**src/rtl/ptcb_regs.svh**
```systemverilog
// register offsets, reset values and field positions for the pwm timebase block
`ifndef PTCB_REGS_SVH
`define PTCB_REGS_SVH
// Summary of operation
// - 16-bit period register resets to 0xfff8: bits 15..3 one, 2..0 zero.
// - 16-bit special event compare register, reset zero, writable.
// - chop selector: 0 internal chop clock, 1..3 generator high outputs.
// - high chop enable bit 1, low chop enable bit 0, both reset zero.
// - aux control bits 15..12 and 7..6 ignore writes, read zero.
`define PTCB_OFF_PERIOD   4'h0
`define PTCB_OFF_COMPARE  4'h4
`define PTCB_OFF_AUX      4'h8
`define PTCB_OFF_TIMER    4'hc
`define PTCB_RST_PERIOD   16'hfff8
`define PTCB_RST_COMPARE  16'h0000
`define PTCB_RST_AUX      16'h0000
`define PTCB_AUX_MASK     16'h0f3f
`define PTCB_BLANK_LSB    8
`define PTCB_CHOP_LSB     2
`define PTCB_HEN_BIT      1
`define PTCB_LEN_BIT      0
`endif

```
**src/rtl/ptcb_pkg.sv**
```systemverilog
// types shared by the pwm timebase block
package ptcb_pkg;
	typedef struct packed {
		logic [3:0] blank_source_select;
		logic [3:0] chop_source_select;
		logic       high_chop_enable;
		logic       low_chop_enable;
	} ptcb_aux_type;
	typedef enum logic [1:0] {
		PTCB_W_IDLE = 2'b00,
		PTCB_W_RESP = 2'b01
	} ptcb_wstate_type;
endpackage

```
**src/rtl/ptcb_top.sv**
```systemverilog
// pwm master time base, special event, blanking and chop control
`timescale 1ns/100ps
`default_nettype none
`include "ptcb_regs.svh"
module ptcb_top
	import ptcb_pkg::*;
(
	input  wire logic        mclk,
	input  wire logic        rst,
	input  wire logic [3:0]  s_awaddr,
	input  wire logic        s_awvalid,
	output var  logic        s_awready,
	input  wire logic [31:0] s_wdata,
	input  wire logic [3:0]  s_wstrb,
	input  wire logic        s_wvalid,
	output var  logic        s_wready,
	output var  logic [1:0]  s_bresp,
	output var  logic        s_bvalid,
	input  wire logic        s_bready,
	input  wire logic [3:0]  s_araddr,
	input  wire logic        s_arvalid,
	output var  logic        s_arready,
	output var  logic [31:0] s_rdata,
	output var  logic [1:0]  s_rresp,
	output var  logic        s_rvalid,
	input  wire logic        s_rready,
	input  wire logic [2:0]  gen_high_in,
	input  wire logic        gen_high_out_raw,
	input  wire logic        gen_low_out_raw,
	input  wire logic        chop_clock,
	input  wire logic        current_limit_in,
	input  wire logic        fault_in,
	output var  logic        gen_high_out,
	output var  logic        gen_low_out,
	output var  logic        current_limit_masked,
	output var  logic        fault_masked,
	output var  logic        special_event
);
	// ------------------------------------------------
	// pin synchronisers
	// ------------------------------------------------
	logic [5:0] sync1;
	logic [5:0] sync2;
	// cleared in reset so the masks see idle pins, not unknowns, at release
	always_ff @(posedge mclk) begin
		if (rst) begin
			sync1 <= 6'h00;
			sync2 <= 6'h00;
		end else begin
			sync1 <= {fault_in, current_limit_in, chop_clock, gen_high_in};
			sync2 <= sync1;
		end
	end
	wire logic [2:0] hi_s   = sync2[2:0];
	wire logic       chop_s = sync2[3];
	wire logic       lim_s  = sync2[4];
	wire logic       flt_s  = sync2[5];

	// ------------------------------------------------
	// registers
	// ------------------------------------------------
	logic [15:0]  master_period;
	logic [15:0]  special_event_compare;
	ptcb_aux_type aux_blank_chop_control;
	logic [15:0]  primary_master_timer;

	function automatic logic pick_source(input logic [3:0] sel,
		input logic zero_src, input logic [2:0] hi);
		case (sel)
			4'h0:    pick_source = zero_src;
			4'h1:    pick_source = hi[0];
			4'h2:    pick_source = hi[1];
			4'h3:    pick_source = hi[2];
			default: pick_source = 1'b0;
		endcase
	endfunction

	// ------------------------------------------------
	// axi4-lite write side
	// ------------------------------------------------
	logic [3:0]  aw_addr;
	logic        aw_have;
	logic [15:0] w_data;
	logic [1:0]  w_strb;
	logic        w_have;
	wire logic   do_write = aw_have && w_have && !s_bvalid;
	wire logic [15:0] wmask = {{8{w_strb[1]}}, {8{w_strb[0]}}};
	wire logic   w_ok = (aw_addr == `PTCB_OFF_PERIOD) ||
		(aw_addr == `PTCB_OFF_COMPARE) || (aw_addr == `PTCB_OFF_AUX) ||
		(aw_addr == `PTCB_OFF_TIMER);
	wire logic [15:0] aux_word = {4'h0, aux_blank_chop_control.blank_source_select,
		2'b00, aux_blank_chop_control.chop_source_select,
		aux_blank_chop_control.high_chop_enable,
		aux_blank_chop_control.low_chop_enable};
	// unimplemented aux bits dropped on write
	wire logic [15:0] next_aux = ((aux_word & ~wmask) | (w_data & wmask))
		& `PTCB_AUX_MASK;

	always_ff @(posedge mclk) begin
		if (rst) begin
			aw_have   <= 1'b0;
			w_have    <= 1'b0;
			aw_addr   <= 4'h0;
			w_data    <= 16'h0000;
			w_strb    <= 2'b00;
			s_awready <= 1'b0;
			s_wready  <= 1'b0;
			s_bvalid  <= 1'b0;
			s_bresp   <= 2'b00;
		end else begin
			s_awready <= !aw_have && !(s_awvalid && s_awready);
			s_wready  <= !w_have && !(s_wvalid && s_wready);
			if (s_awvalid && s_awready) begin
				aw_have <= 1'b1;
				aw_addr <= s_awaddr;
			end
			if (s_wvalid && s_wready) begin
				w_have <= 1'b1;
				w_data <= s_wdata[15:0];
				w_strb <= s_wstrb[1:0];
			end
			if (do_write) begin
				aw_have   <= 1'b0;
				w_have    <= 1'b0;
				s_bvalid  <= 1'b1;
				s_bresp   <= w_ok ? 2'b00 : 2'b10;
				s_awready <= 1'b0;
				s_wready  <= 1'b0;
			end
			if (s_bvalid && s_bready) begin
				s_bvalid <= 1'b0;
			end
		end
	end

	always_ff @(posedge mclk) begin
		if (rst) begin
			master_period         <= `PTCB_RST_PERIOD;
			special_event_compare <= `PTCB_RST_COMPARE;
			aux_blank_chop_control <= '0;
		end else if (do_write) begin
			if (aw_addr == `PTCB_OFF_PERIOD) begin
				master_period <= (master_period & ~wmask) | (w_data & wmask);
			end
			if (aw_addr == `PTCB_OFF_COMPARE) begin
				special_event_compare <= (special_event_compare & ~wmask)
					| (w_data & wmask);
			end
			if (aw_addr == `PTCB_OFF_AUX) begin
				aux_blank_chop_control <= {next_aux[11:8], next_aux[5:2],
					next_aux[`PTCB_HEN_BIT], next_aux[`PTCB_LEN_BIT]};
			end
		end
	end

	// ------------------------------------------------
	// axi4-lite read side
	// ------------------------------------------------
	logic [15:0] rd_word;
	logic        rd_ok;
	always_comb begin
		rd_ok = 1'b1;
		case (s_araddr)
			`PTCB_OFF_PERIOD:  rd_word = master_period;
			`PTCB_OFF_COMPARE: rd_word = special_event_compare;
			`PTCB_OFF_AUX:     rd_word = aux_word;
			`PTCB_OFF_TIMER:   rd_word = primary_master_timer;
			default: begin
				rd_word = 16'h0000;
				rd_ok   = 1'b0;
			end
		endcase
	end

	always_ff @(posedge mclk) begin
		if (rst) begin
			s_arready <= 1'b0;
			s_rvalid  <= 1'b0;
			s_rdata   <= 32'h0000_0000;
			s_rresp   <= 2'b00;
		end else begin
			s_arready <= !s_rvalid && !(s_arvalid && s_arready);
			if (s_arvalid && s_arready) begin
				s_rvalid  <= 1'b1;
				s_rdata   <= {16'h0000, rd_word};
				s_rresp   <= rd_ok ? 2'b00 : 2'b10;
				s_arready <= 1'b0;
			end else if (s_rvalid && s_rready) begin
				s_rvalid <= 1'b0;
			end
		end
	end

	// ------------------------------------------------
	// master time base
	// ------------------------------------------------
	// wrap at period
	wire logic at_period = (primary_master_timer >= master_period);
	wire logic [15:0] next_timer = at_period ? 16'h0000
		: primary_master_timer + 16'h0001;
	always_ff @(posedge mclk) begin
		if (rst) begin
			primary_master_timer <= 16'h0000;
			special_event        <= 1'b0;
		end else begin
			primary_master_timer <= next_timer;
			special_event <= (next_timer == special_event_compare);
		end
	end

	// ------------------------------------------------
	// blanking and chopping
	// ------------------------------------------------
	// blank source pick
	wire logic blank_sig = pick_source(aux_blank_chop_control.blank_source_select,
		1'b0, hi_s);
	wire logic chop_sig = pick_source(aux_blank_chop_control.chop_source_select,
		chop_s, hi_s);
	// raw outputs come from same-clock logic, so no sync needed
	always_ff @(posedge mclk) begin
		if (rst) begin
			gen_high_out         <= 1'b0;
			gen_low_out          <= 1'b0;
			current_limit_masked <= 1'b0;
			fault_masked         <= 1'b0;
		end else begin
			gen_high_out <= gen_high_out_raw &&
				(!aux_blank_chop_control.high_chop_enable || chop_sig);
			gen_low_out  <= gen_low_out_raw &&
				(!aux_blank_chop_control.low_chop_enable || chop_sig);
			current_limit_masked <= lim_s && !blank_sig;
			fault_masked         <= flt_s && !blank_sig;
		end
	end

	// ------------------------------------------------
	// assertions
	// ------------------------------------------------
	period_wrap_a: assert property (@(posedge mclk) disable iff (rst)
		(primary_master_timer >= master_period) |=> primary_master_timer == 16'h0000)
		else $error("timer did not wrap at period");
	event_match_a: assert property (@(posedge mclk) disable iff (rst)
		special_event
		|-> primary_master_timer == $past(special_event_compare))
		else $error("special event without compare match");
	aux_zero_a: assert property (@(posedge mclk) disable iff (rst)
		(aux_word & ~`PTCB_AUX_MASK) == 16'h0000)
		else $error("unimplemented aux bits set");
	period_reset_a: assert property (@(posedge mclk)
		$past(rst) |-> master_period == 16'hfff8)
		else $error("period reset value wrong");
	compare_reset_a: assert property (@(posedge mclk)
		$past(rst) |-> special_event_compare == 16'h0000)
		else $error("compare reset value wrong");
	chop_off_a: assert property (@(posedge mclk) disable iff (rst)
		!aux_blank_chop_control.high_chop_enable |=> gen_high_out == $past(gen_high_out_raw))
		else $error("high output chopped while disabled");
	no_blank_a: assert property (@(posedge mclk) disable iff (rst)
		aux_blank_chop_control.blank_source_select == 4'h0 |=> fault_masked == $past(flt_s))
		else $error("fault masked with no blank source");
	chop_int_a: assert property (@(posedge mclk) disable iff (rst)
		(aux_blank_chop_control.chop_source_select == 4'h0 &&
		aux_blank_chop_control.low_chop_enable && !chop_s)
		|=> !gen_low_out)
		else $error("low output not chopped by internal clock");
	hi_chop_a: assert property (@(posedge mclk) disable iff (rst)
		(aux_blank_chop_control.chop_source_select == 4'h0 &&
		aux_blank_chop_control.high_chop_enable && !chop_s)
		|=> !gen_high_out)
		else $error("high output not chopped by internal clock");
	lo_pass_a: assert property (@(posedge mclk) disable iff (rst)
		!aux_blank_chop_control.low_chop_enable
		|=> gen_low_out == $past(gen_low_out_raw))
		else $error("low output chopped while disabled");
	limit_open_a: assert property (@(posedge mclk) disable iff (rst)
		aux_blank_chop_control.blank_source_select == 4'h0
		|=> current_limit_masked == $past(lim_s))
		else $error("limit masked with no blank source");
	blank_mask_a: assert property (@(posedge mclk) disable iff (rst)
		((aux_blank_chop_control.blank_source_select == 4'h1 && hi_s[0]) ||
		(aux_blank_chop_control.blank_source_select == 4'h2 && hi_s[1]) ||
		(aux_blank_chop_control.blank_source_select == 4'h3 && hi_s[2]))
		|=> !current_limit_masked && !fault_masked)
		else $error("inputs not masked by blank source");
	timer_step_a: assert property (@(posedge mclk) disable iff (rst)
		(!rst && primary_master_timer < master_period)
		|=> primary_master_timer == $past(primary_master_timer) + 16'h0001)
		else $error("timer did not count up");
	aux_read_a: assert property (@(posedge mclk) disable iff (rst)
		(s_arvalid && s_arready && s_araddr == `PTCB_OFF_AUX)
		|=> s_rdata[15:12] == 4'h0 && s_rdata[7:6] == 2'b00)
		else $error("unimplemented aux bits read nonzero");
	period_wr_a: assert property (@(posedge mclk) disable iff (rst)
		(do_write && aw_addr == `PTCB_OFF_PERIOD && w_strb == 2'b11)
		|=> master_period == $past(w_data))
		else $error("period write lost");
	compare_wr_a: assert property (@(posedge mclk) disable iff (rst)
		(do_write && aw_addr == `PTCB_OFF_COMPARE && w_strb == 2'b11)
		|=> special_event_compare == $past(w_data))
		else $error("compare write lost");
endmodule
`default_nettype wire

```
**config.mk**
```make
export PLATFORM = sky130hd
export DESIGN_NAME = ptcb_top
export DESIGN_NICKNAME = d
export VERILOG_FILES = /design/src/rtl/ptcb_pkg.sv /design/src/rtl/ptcb_top.sv
export VERILOG_INCLUDE_DIRS = /design/src /design/src/rtl
export SDC_FILE = /design/constraint.sdc
export NUM_CORES = 1
export LEC_CHECK = 0
export ABC_AREA = 0
export BUFFER_PORTS_ARGS = -buffer_cell sky130_fd_sc_hd__buf_2
export CORE_MARGIN = 3
export CORE_UTILIZATION = 54
export DETAILED_ROUTE_END_ITERATION = 10
export GPL_TIMING_DRIVEN = 0
export PLACE_DENSITY = 0.88
export SYNTH_ARGS = -nofsm -noshare
export SYNTH_HDL_FRONTEND = slang
export SYNTH_SLANG_ARGS = --single-unit
```
**constraint.sdc**
```tcl
create_clock -name mclk -period 6.41 [get_ports mclk]
set_clock_uncertainty 0.05 [all_clocks]
set_input_delay 1.923 -clock mclk [delete_from_list [all_inputs] [get_ports mclk]]
set_output_delay 1.923 -clock mclk [all_outputs]
set_load 0.02 [all_outputs]
```
* After elaboration in Yosys (flattened, before gate mapping) *
Index checks and enable logic that the tools add are counted.

word-level totals
  register bits after elaboration = 124
  bits of input ports = 59
  output and inout port bits = 46
  word-level logic and storage cells = 99

cells by class
  $add $sub $neg = 1
  order comparisons = 1
  equal/unequal tests = 13
  muxes and demuxes = 9
  bitwise operators = 8
  reductions and logical operators = 40

operator list
  kind                     number
  $pmux W16 S4             1
  $and A16 B16 Y16         3
  $or A16 B16 Y16          2
  $add A16 B1 Y16 const B  1
  $eq A16 B16 Y1           1
  $eq A4 B2 Y1 const B     4
  $eq A4 B4 Y1 const B     4
  $ge A16 B16 Y1           1
  $mux W16                 1
  $not A16 Y16             1
  $logic_and A1 B1 Y1      14
  $and A12 B12 Y12         1
  $logic_not A4 Y1         3
  $or A12 B12 Y12          1
  $logic_not A1 Y1         10
  $eq A4 B1 Y1 const B     2
  $eq A4 B3 Y1 const B     2
  $reduce_and A2 Y1        3
  $reduce_or A2 Y1         3
  $logic_or A1 B1 Y1       5
  $mux W2                  2
  $pmux W1 S4              1
  $reduce_or A4 Y1         1
  $mux W1                  3
  2 further kinds          2

* Longest topological paths before layout *
Gate-level depths: netlist of run 1.

  depth in word-level cells = 5
  depth in mapped cells = 10

* Least setup slack after synthesis of run 1 *
Ideal clock, no wire load.

  path kind = input to register
  from = input s_araddr[1]
  to = register s_rdata[10]
  library setup time = 0.065 ns
  arrival = 3.313 ns
  slack = 2.982 ns
  cell stages on the path = 6
  path buffers = 1
  cell sequence = nor4_1 > clkbuf_1 > a22oi_1 > a21oi_1 > a21oi_1 > nor2_1

between the ends
  cells in the longest elaborated chain, start to end = 2

RTL lines
  item                                        RTL line         RTL
  from (decl)                                 ptcb_top.sv:20   input wire logic [3:0] s_araddr,
  $eq A4 B4 Y1, or another cell as far along  ptcb_top.sv:163  case (s_araddr)
  $pmux W16 S4 (*)                            ptcb_top.sv:163
  to (signal assigned)                        ptcb_top.sv:185  s_rdata <= {16'h0000, rd_word};
  to (decl)                                   ptcb_top.sv:23   output var logic [31:0] s_rdata,

Every way passes the cells marked *; elsewhere a longest branch is shown, timed or not.
A chain may end at the register's enable or synchronous reset.

* Final worst setup path of run 1 *
Same ends and word-level chain as after synthesis.

==> results of run 1 <==
==> report_power, final <==
group          switching (mW)  internal, mW  total [mW]
registers              0.0182         0.776       0.795
clock network           0.353         0.615       0.968
logic                  0.0728        0.0430       0.116
total                   0.444          1.43        1.88
==> metal layers <==
layer / GRT usage [%] / part of all wire, % / routed length, um / up-vias
met5: 0 / 0 / 0 / -
met3: 7.22 / 9.8 / 1680 / 87
met1: 34.8 / 37 / 6360 / 2620
li1: - / - / - / 2580
met4: 16.0 / 4.9 / 833 / 0
met2: 50.0 / 48 / 8210 / 361
==> logic make-up (layout without fill, tap and decap cells) <==
family / count (synthesis) / in the layout / share of synthesized area, %
AOI/OAI and AO/OA: 168 / 168 / 18.1
xor gates and xnor gates: 17 / 17 / 3.47
adders and majority gates: 17 / 17 / 3.73
buffers and inverters: 76 / 176 / 7.13
DFF: 122 / 122 / 42.8
muxes: 5 / 5 / 0.900
other: 1 / 18 / 0.0658
and+or+nand+nor: 285 / 285 / 23.8
==> how the worst max path moves through the flow <==
stage                      from                  endpoint  slack [ns]  cells past startpoint
floorplan           s_araddr[1]  s_rdata[10]$_SDFFE_PP0P_        2.98                      6
global placement    s_araddr[1]  s_rdata[11]$_SDFFE_PP0P_        2.18                      7
detailed placement  s_araddr[1]  s_rdata[10]$_SDFFE_PP0P_        2.18                      7
CTS                 s_araddr[1]  s_rdata[10]$_SDFFE_PP0P_        2.68                      7
global route        s_araddr[1]  s_rdata[10]$_SDFFE_PP0P_        2.49                      7
finish              s_araddr[1]  s_rdata[10]$_SDFFE_PP0P_        2.50                      7
==> Yosys cell counts, drive strengths merged (2+ instances only) <==
| cell type | number |
|---|---|
| inv | 20 |
| xnor2 | 10 |
| nand2b | 4 |
| ha | 17 |
| nor3 | 19 |
| nand4 | 4 |
| nor2b | 19 |
| a211o | 14 |
| mux2i | 4 |
| a222oi | 7 |
| and3 | 6 |
| o22ai | 2 |
| or2 | 2 |
| clkbuf | 28 |
| nor4b | 3 |
| xor2 | 4 |
| a211oi | 4 |
| and4 | 4 |
| a21oi | 94 |
| buf | 28 |
| nand2 | 107 |
| or3 | 2 |
| o21ai | 15 |
| nor4 | 4 |
| nor2 | 77 |
| nand3b | 2 |
| nand3 | 23 |
| a31oi | 4 |
| dfxtp | 122 |
| a22oi | 20 |
| o211ai | 2 |
| and2 | 7 |
| xnor3 | 3 |
==> worst max-delay path: cells and delay by family <==
family | cells | cell delay (ns)
compound gates | 3 | 0.55
buf+inv | 2 | 0.57
simple gates | 2 | 1.28
==> through the flow <==
stage	worst slack (ns)	total power [mW]
4_1_cts	2.68	1.88
2_1_floorplan	2.98	0.879
5_1_grt	2.49	1.93
6_report	2.50	1.88
3_3_place_gp	2.18	0.917
3_5_place_dp	2.18	0.921
==> cell type report <==
type                            count  share of cell area (%)
Timing Repair Buffer               68                    5.03
Inverter                           20                    1.09
Buffer                             56                    4.82
Multi-Input combinational cell    510                    42.4
Clock inverter                     13                    2.40
Tap cell                          133                    2.42
Clock buffer                       19                    6.41
Sequential cell                   122                    35.5
==> results.yml, run 1 <==
run_status:
  status: "completed"
synth:
  synth_edf_count: 0
  yosysTopAreaCell: "dfxtp_1"
  ys_warn_count: 0
  ys_ff_latch: 122
  ys_seq_area_share_pct: 42.8
  synthArstFlopShare_pct: 0
  synth_top_area_share_pct: 42.8
  synth_cells: 691
  ys.flop_type: "dfxtp_1"
  syn_area_per_cell_um2: 8.25
  synth_area_leaders: "dfxtp_1 43%, a21oi_1 8.3%, nand2_1 7.0%"
  netlist_area_mm2: 0.00570
  synth_cell_type_count: 55
floorplanning:
  ios: 105
  start_util_pct: 57.0
  die_y_um: 109
  core_mm2: 0.0100
  dieArea_mm2: 0.0118
  rows: 36
  die-width_um: 109
run:
  max_cap_viol_count: 0
detailed_routing:
  dr.first_iter.drc_count: 686
  ant_nets: 0
  via_count: 5648
  drt-total-wl_um: 17100
  drtPass1Iterations: 6
  drc: 0
  wl_per_cell_um: 18.2
  via_per_inst: 6.00
worst_setup_path:
  timing.rr.end: "primary_master_timer[12]$_SDFF_PP0_"
  critical_path.endpoint_type: "register"
  worstReg2RegStart: "primary_master_timer[0]$_SDFF_PP0_"
  start_kind: "input port"
  r2r.worst_path.cells: 10
  critPathSlowestCell: "nor4_1"
  criticalPathCategory: "in2reg"
  cp_cell_sequence: "buf_2 > nor4_1 > clkbuf_1 > a22oi_1 > a21oi_1 > a21oi_1 > nor2_1"
  crit_fanout: 10
  crit_top_cell: "a21oi_1"
  crit_required_ns: 6.82
  worstPathArrival_ns: 4.32
  rrSetupSlack_ns: 3.35
  max_stage_delay_ns: 1.18
sta:
  post-route-period-util_pct: 61.0
  slew_violations: 0
  rsz0062_at_grt: "no"
  whs_ns: 0.377
  hold_viol: 0
  fin_tns_setup_ns: 0
  slew_headroom_pct: 3.46
  setup_viol: 0
  period_minus_slack_ns: 3.91
  tightest_slew_ns: 1.43
  max_freq_mhz: 256
global_route:
  first_global_vias: 5449
  grt_usage_pct: 29.7
  grt_max_degree: 17
  grt_remaining_overflow: 0
  antenna_found_initial: 0
  grt_pass1_wl_um: 26900
placement:
  dpl-instance-area_mm2: 0.00628
  gp_congestion: 0.959
  placed_cells: 909
  port_buffers: 67
  dpl.hpwl_um: 12000
cts:
  cts_tree: "done"
  cts.sinks: 122
  cts_root_buf: "clkbuf_8"
  ctsHoldBuffers: 0
  clk_pin_slew_ns: 0.06
  cts_buffers: 17
  clkLatencyLatePin_ns: 0.53
  cts.path.max_buffers: 2
  ctsResizeCount: 0
  htreeDepth: 4
  postCtsSetupBuffers: 0
hold_path:
  hold_depth: 1
  hp-start: "sync2[5]$_SDFF_PP0_"
  min_path_type: "reg2reg"
  min_delay_worst_endpoint: "fault_masked$_SDFF_PP0_"
cells_and_area:
  mostFrequentLayoutCell: "dfxtp_1"
  syn_to_final_growth_pct: 20.8
  antenna_cells: 0
  multi_input_area_mm2: 0.00292
  nNetsFinal: 871
  layout-drive-gt1-share_pct: 17.7
  seqCellArea_mm2: 0.00244
  fillCellCount: 774
  layout.cells.non_filler: 941
  post-route-util_pct: 68.9
  final_cell_mix: "122 x dfxtp_1, 107 x nand2_1, 94 x a21oi_1"
  final_cell_area_mm2: 0.00689
pwr:
  p_per_area_mw_per_mm2: 273
  p_leak_nw: 2.82
  irDropWorstVdd_mv: 0.218
No activity file was read; power rests on OpenSTA's default activity.
==> run 2, diff against run 1 <==
- clock period: 6.41 -> 3.89 ns (I/O delays scaled with it)
==> results.yml, run 2 (same netlist as run 1, synthesis figures left out) <==
pwr:
  pwr-share-clk_pct: 51.6
  p_leak_nw: 2.82
  p_seq_share_pct: 42.2
  switching_share_pct: 23.7
  switchingPower_mw: 0.736
  power.internal_mw: 2.36
  p_per_area_mw_per_mm2: 450
  combPwrFrac_pct: 6.2
  fin_total_pwr_mw: 3.10
  irDropWorstVdd_mv: 0.362
sta:
  post-route-period-util_pct: 83.3
  whs_ns: 0.377
  slew_headroom_pct: -5.27
  period_minus_slack_ns: 3.24
  rsz0062_at_grt: "no"
  slew_violations: 8
  setup_viol: 0
  hold_viol: 0
  fin_tns_setup_ns: 0
  max_freq_mhz: 309
  tightest_slew_ns: 1.56
cells_and_area:
  syn_to_final_growth_pct: 20.8
  antenna_cells: 0
  fillCellCount: 774
  seqCellArea_mm2: 0.00244
  nNetsFinal: 871
  mostFrequentLayoutCell: "dfxtp_1"
  layout-drive-gt1-share_pct: 17.7
  final_cell_mix: "122 x dfxtp_1, 107 x nand2_1, 94 x a21oi_1"
  post-route-util_pct: 68.9
  multi_input_area_mm2: 0.00292
cts:
  clk_pin_slew_ns: 0.06
  clkLatencyLatePin_ns: 0.53
  cts_buffers: 17
  htreeDepth: 4
  cts_tree: "done"
  cts.sinks: 122
  ctsResizeCount: 0
  postCtsSetupBuffers: 0
  ctsHoldBuffers: 0
  cts_root_buf: "clkbuf_8"
  cts.path.max_buffers: 2
detailed_routing:
  dr.first_iter.drc_count: 673
  drc: 0
  ant_nets: 0
  via_count: 5661
  drtPass1Iterations: 6
  drt-total-wl_um: 17200
  via_per_inst: 6.02
  wl_per_cell_um: 18.2
worst_setup_path:
  cp_cell_sequence: "buf_2 > nor4_1 > clkbuf_1 > a22oi_1 > a21oi_1 > a21oi_1 > nor2_1"
  critPathSlowestCell: "nor4_1"
  crit_required_ns: 4.30
  crit_fanout: 10
  critical_path.endpoint_type: "register"
  criticalPathCategory: "in2reg"
  start_kind: "input port"
  crit_top_cell: "a21oi_1"
  max_stage_delay_ns: 1.27
  worstPathArrival_ns: 3.65
placement:
  port_buffers: 67
  gp_congestion: 0.959
  dpl.hpwl_um: 12000
run:
  max_cap_viol_count: 1
hold_path:
  min_path_type: "reg2reg"
floorplanning:
  ios: 105
  core_mm2: 0.0100
  dieArea_mm2: 0.0118
  start_util_pct: 57.0
  rows: 36
  die-width_um: 109
  die_y_um: 109
global_route:
  grt_max_degree: 17
  grt_usage_pct: 29.7
  antenna_found_initial: 0
  first_global_vias: 5455
  grt_pass1_wl_um: 26900
  grt_remaining_overflow: 0
run_status:
  violations: "max-capacitance violations, max-slew violations"
  status: "complete, but fails checks"
-- run 2: cell counts in the layout (fill, tap and decap cells not counted) --
Identical to the previous run, type by type.
-- run 2: power groups by stage --
stage	clock (mW)	combinational (mW)	sequential, mW
floorplan	0	0.116	1.33
global placement	0	0.178	1.33
detailed placement	0	0.184	1.33
CTS	1.60	0.187	1.31
global route	1.66	0.210	1.31
finish	1.60	0.191	1.31
-- run 2: layout make-up --
| class | instances | area share, % |
|---|---|---|
| sequential | 122 | 35.5 |
| clock buffer | 19 | 6.41 |
| multi-input combinational | 510 | 42.4 |
| clock inverter | 13 | 2.40 |
| tap | 133 | 2.42 |
| timing repair buffer | 68 | 5.03 |
| inverter | 20 | 1.09 |
| buffer | 56 | 4.82 |
-- run 2: metal layers --
metal,vias up,wire [um],global-route usage (%)
met4,0,823,16.1
met1,2622,6260,34.8
met2,371,8230,50.0
li1,2584,-,-
met3,84,1860,7.28
met5,-,0,0
-- run 2: through the flow --
| stage | cells | instance area [um^2] | setup WS (ns) |
|---|---|---|---|
| final | 941 | 6890 | 0.650 |
| after global routing | 941 | 6890 | 0.595 |
| after CTS | 941 | 6890 | 0.859 |
| after detailed placement | 909 | 6280 | 0.418 |
| after global placement | 908 | 6270 | 0.416 |
| after floorplan | 708 | 5770 | 1.22 |
-- run 2: worst max-delay path: cells and delay by family --
kind                   cells  cell delay, ns
AND/OR/NAND/NOR            2            1.40
buffers and inverters      2            0.58
AO/OA/AOI/OAI              3            0.50
-- run 2: worst paths after layout --
check | startpoint | endpoint | slack (ns) | cells past startpoint
hold reg to reg | sync2[5]$_SDFF_PP0_ | fault_masked$_SDFF_PP0_ | 0.38 | 1
setup / recovery | s_araddr[1] | s_rdata[9]$_SDFFE_PP0P_ | 0.65 | 7
setup reg to reg | primary_master_timer[0]$_SDFF_PP0_ | primary_master_timer[12]$_SDFF_PP0_ | 0.81 | 10
hold / removal | sync2[5]$_SDFF_PP0_ | fault_masked$_SDFF_PP0_ | 0.38 | 1
==> run 3, diff against run 2 <==
- CORE_UTILIZATION: 54 -> 50
- PLACE_DENSITY: 0.88 -> 0.86
- clock period: 3.89 -> 2.7 ns (I/O delays scaled with it)
==> results.yml, run 3 (same netlist as run 1, synthesis figures left out) <==
global_route:
  grt_remaining_overflow: 0
  first_global_vias: 5130
  grt_usage_pct: 25.4
  grt_max_degree: 17
  grt_pass1_wl_um: 25700
  antenna_found_initial: 0
pwr:
  switching_share_pct: 23.5
  pwr-share-clk_pct: 52.3
  switchingPower_mw: 1.06
  power.internal_mw: 3.46
  irDropWorstVdd_mv: 0.492
  p_seq_share_pct: 41.6
  p_per_area_mw_per_mm2: 654
  fin_total_pwr_mw: 4.52
  combPwrFrac_pct: 6.0
  p_leak_nw: 2.82
detailed_routing:
  drt-total-wl_um: 16200
  dr.first_iter.drc_count: 735
  drc: 0
  via_per_inst: 5.77
  ant_nets: 0
  via_count: 5461
  wl_per_cell_um: 17.1
  drtPass1Iterations: 7
cts:
  cts_buffers: 17
  clkLatencyLatePin_ns: 0.42
  clk_pin_slew_ns: 0.06
  cts.path.max_buffers: 2
  postCtsSetupBuffers: 0
  cts.sinks: 122
  cts_tree: "done"
  ctsHoldBuffers: 0
  cts_root_buf: "clkbuf_16"
  htreeDepth: 4
cells_and_area:
  final_cell_area_mm2: 0.00691
  antenna_cells: 0
  syn_to_final_growth_pct: 21.2
  layout.cells.non_filler: 946
  nNetsFinal: 869
  mostFrequentLayoutCell: "dfxtp_1"
  final_cell_mix: "122 x dfxtp_1, 107 x nand2_1, 94 x a21oi_1"
  multi_input_area_mm2: 0.00294
  fillCellCount: 888
  layout-drive-gt1-share_pct: 18.2
  seqCellArea_mm2: 0.00244
sta:
  slew_headroom_pct: 41.1
  post-route-period-util_pct: 97.1
  tightest_slew_ns: 0.881
  max_freq_mhz: 382
  whs_ns: 0.379
  slew_violations: 0
  period_minus_slack_ns: 2.62
  rsz0062_at_grt: "yes"
  setup_viol: 0
  hold_viol: 0
worst_setup_path:
  critPathLaunch: "primary_master_timer[0]$_SDFF_PP0_"
  start_kind: "register"
  crit_end: "special_event$_SDFF_PP0_"
  crit_fanout: 7
  timing.rr.end: "special_event$_SDFF_PP0_"
  worstPathArrival_ns: 2.93
  r2r.worst_path.cells: 9
  rrSetupSlack_ns: 0.08
  worstReg2RegStart: "primary_master_timer[0]$_SDFF_PP0_"
  critical_path.endpoint_type: "register"
  crit_required_ns: 3.00
  criticalPathCategory: "reg2reg"
placement:
  dpl-instance-area_mm2: 0.00628
  placed_cells: 915
  port_buffers: 67
  gp_congestion: 0.920
  dpl.hpwl_um: 11500
floorplanning:
  ios: 105
  rows: 38
  start_util_pct: 51.9
  die_y_um: 113
  dieArea_mm2: 0.0127
  die-width_um: 113
  core_mm2: 0.0110
hold_path:
  min_path_type: "reg2reg"
run:
  max_cap_viol_count: 0
run_status:
  status: "completed"
==> run 3: timing repair <==
action / in CTS / in global routing
resized for setup: 3 / 5
cloned: 0 / 0
endpoints found under the setup margin: 13 / 11
==> run 3: metrics by stage <==
step                setup slack (ns)  utilization, %  setup TNS (ns)
floorplan                      0.385               -               0
global placement              -0.364            57.1           -3.95
detailed placement            -0.350            57.2           -4.27
CTS                           0.0447            62.9               0
global route                 -0.0665            62.9         -0.0665
finish                        0.0788            62.9               0
==> run 3: worst min-delay path by stage <==
stage / start / to / slack (ns) / depth (start not counted)
global route: sync1[4]$_SDFF_PP0_ / sync2[4]$_SDFF_PP0_ / 0.41 / 1
detailed placement: sync2[5]$_SDFF_PP0_ / fault_masked$_SDFF_PP0_ / 0.37 / 1
CTS: sync2[5]$_SDFF_PP0_ / fault_masked$_SDFF_PP0_ / 0.38 / 1
floorplan: sync2[4]$_SDFF_PP0_ / current_limit_masked$_SDFF_PP0_ / 0.36 / 1
global placement: sync2[5]$_SDFF_PP0_ / fault_masked$_SDFF_PP0_ / 0.36 / 1
finish: sync2[5]$_SDFF_PP0_ / fault_masked$_SDFF_PP0_ / 0.38 / 1
==> run 3: final cells by class <==
| class | count | share of cell area, % |
|---|---|---|
| clock inverters | 12 | 2.34 |
| plain buffers | 55 | 4.78 |
| inverters | 20 | 1.09 |
| well taps | 140 | 2.53 |
| clock buffers | 20 | 6.61 |
| multi-input cells | 510 | 42.5 |
| flip-flops and latches | 122 | 35.3 |
| repair buffers | 67 | 4.85 |
==> run 3: worst max-delay path: stages, from the launching register on <==
cell and delay, ns:
dfxtp_1 0.46, inv_1 0.17, ha_1 0.31, nor2b_1 0.13, o21ai_1 0.07, a21oi_1 0.28, o21ai_2 0.12, or3_1 0.38
a222oi_1 0.35, and4bb_1 0.24
==> run 3: per-layer routing <==
metal | up-vias | track usage [%] | share of wire [%]
met5 | - | 0 | 0
met4 | 0 | 14.7 | 5.0
met3 | 62 | 6.04 | 8.9
met2 | 307 | 40.3 | 46
met1 | 2519 | 31.6 | 40
li1 | 2573 | - | -
==> run 3: power groups by stage <==
stage	registers [mW]	clock network, mW	logic [mW]
3_5_place_dp	1.92	0	0.265
5_1_grt	1.89	2.45	0.300
2_1_floorplan	1.92	0	0.167
6_report	1.88	2.36	0.272
4_1_cts	1.88	2.36	0.268
3_3_place_gp	1.92	0	0.260
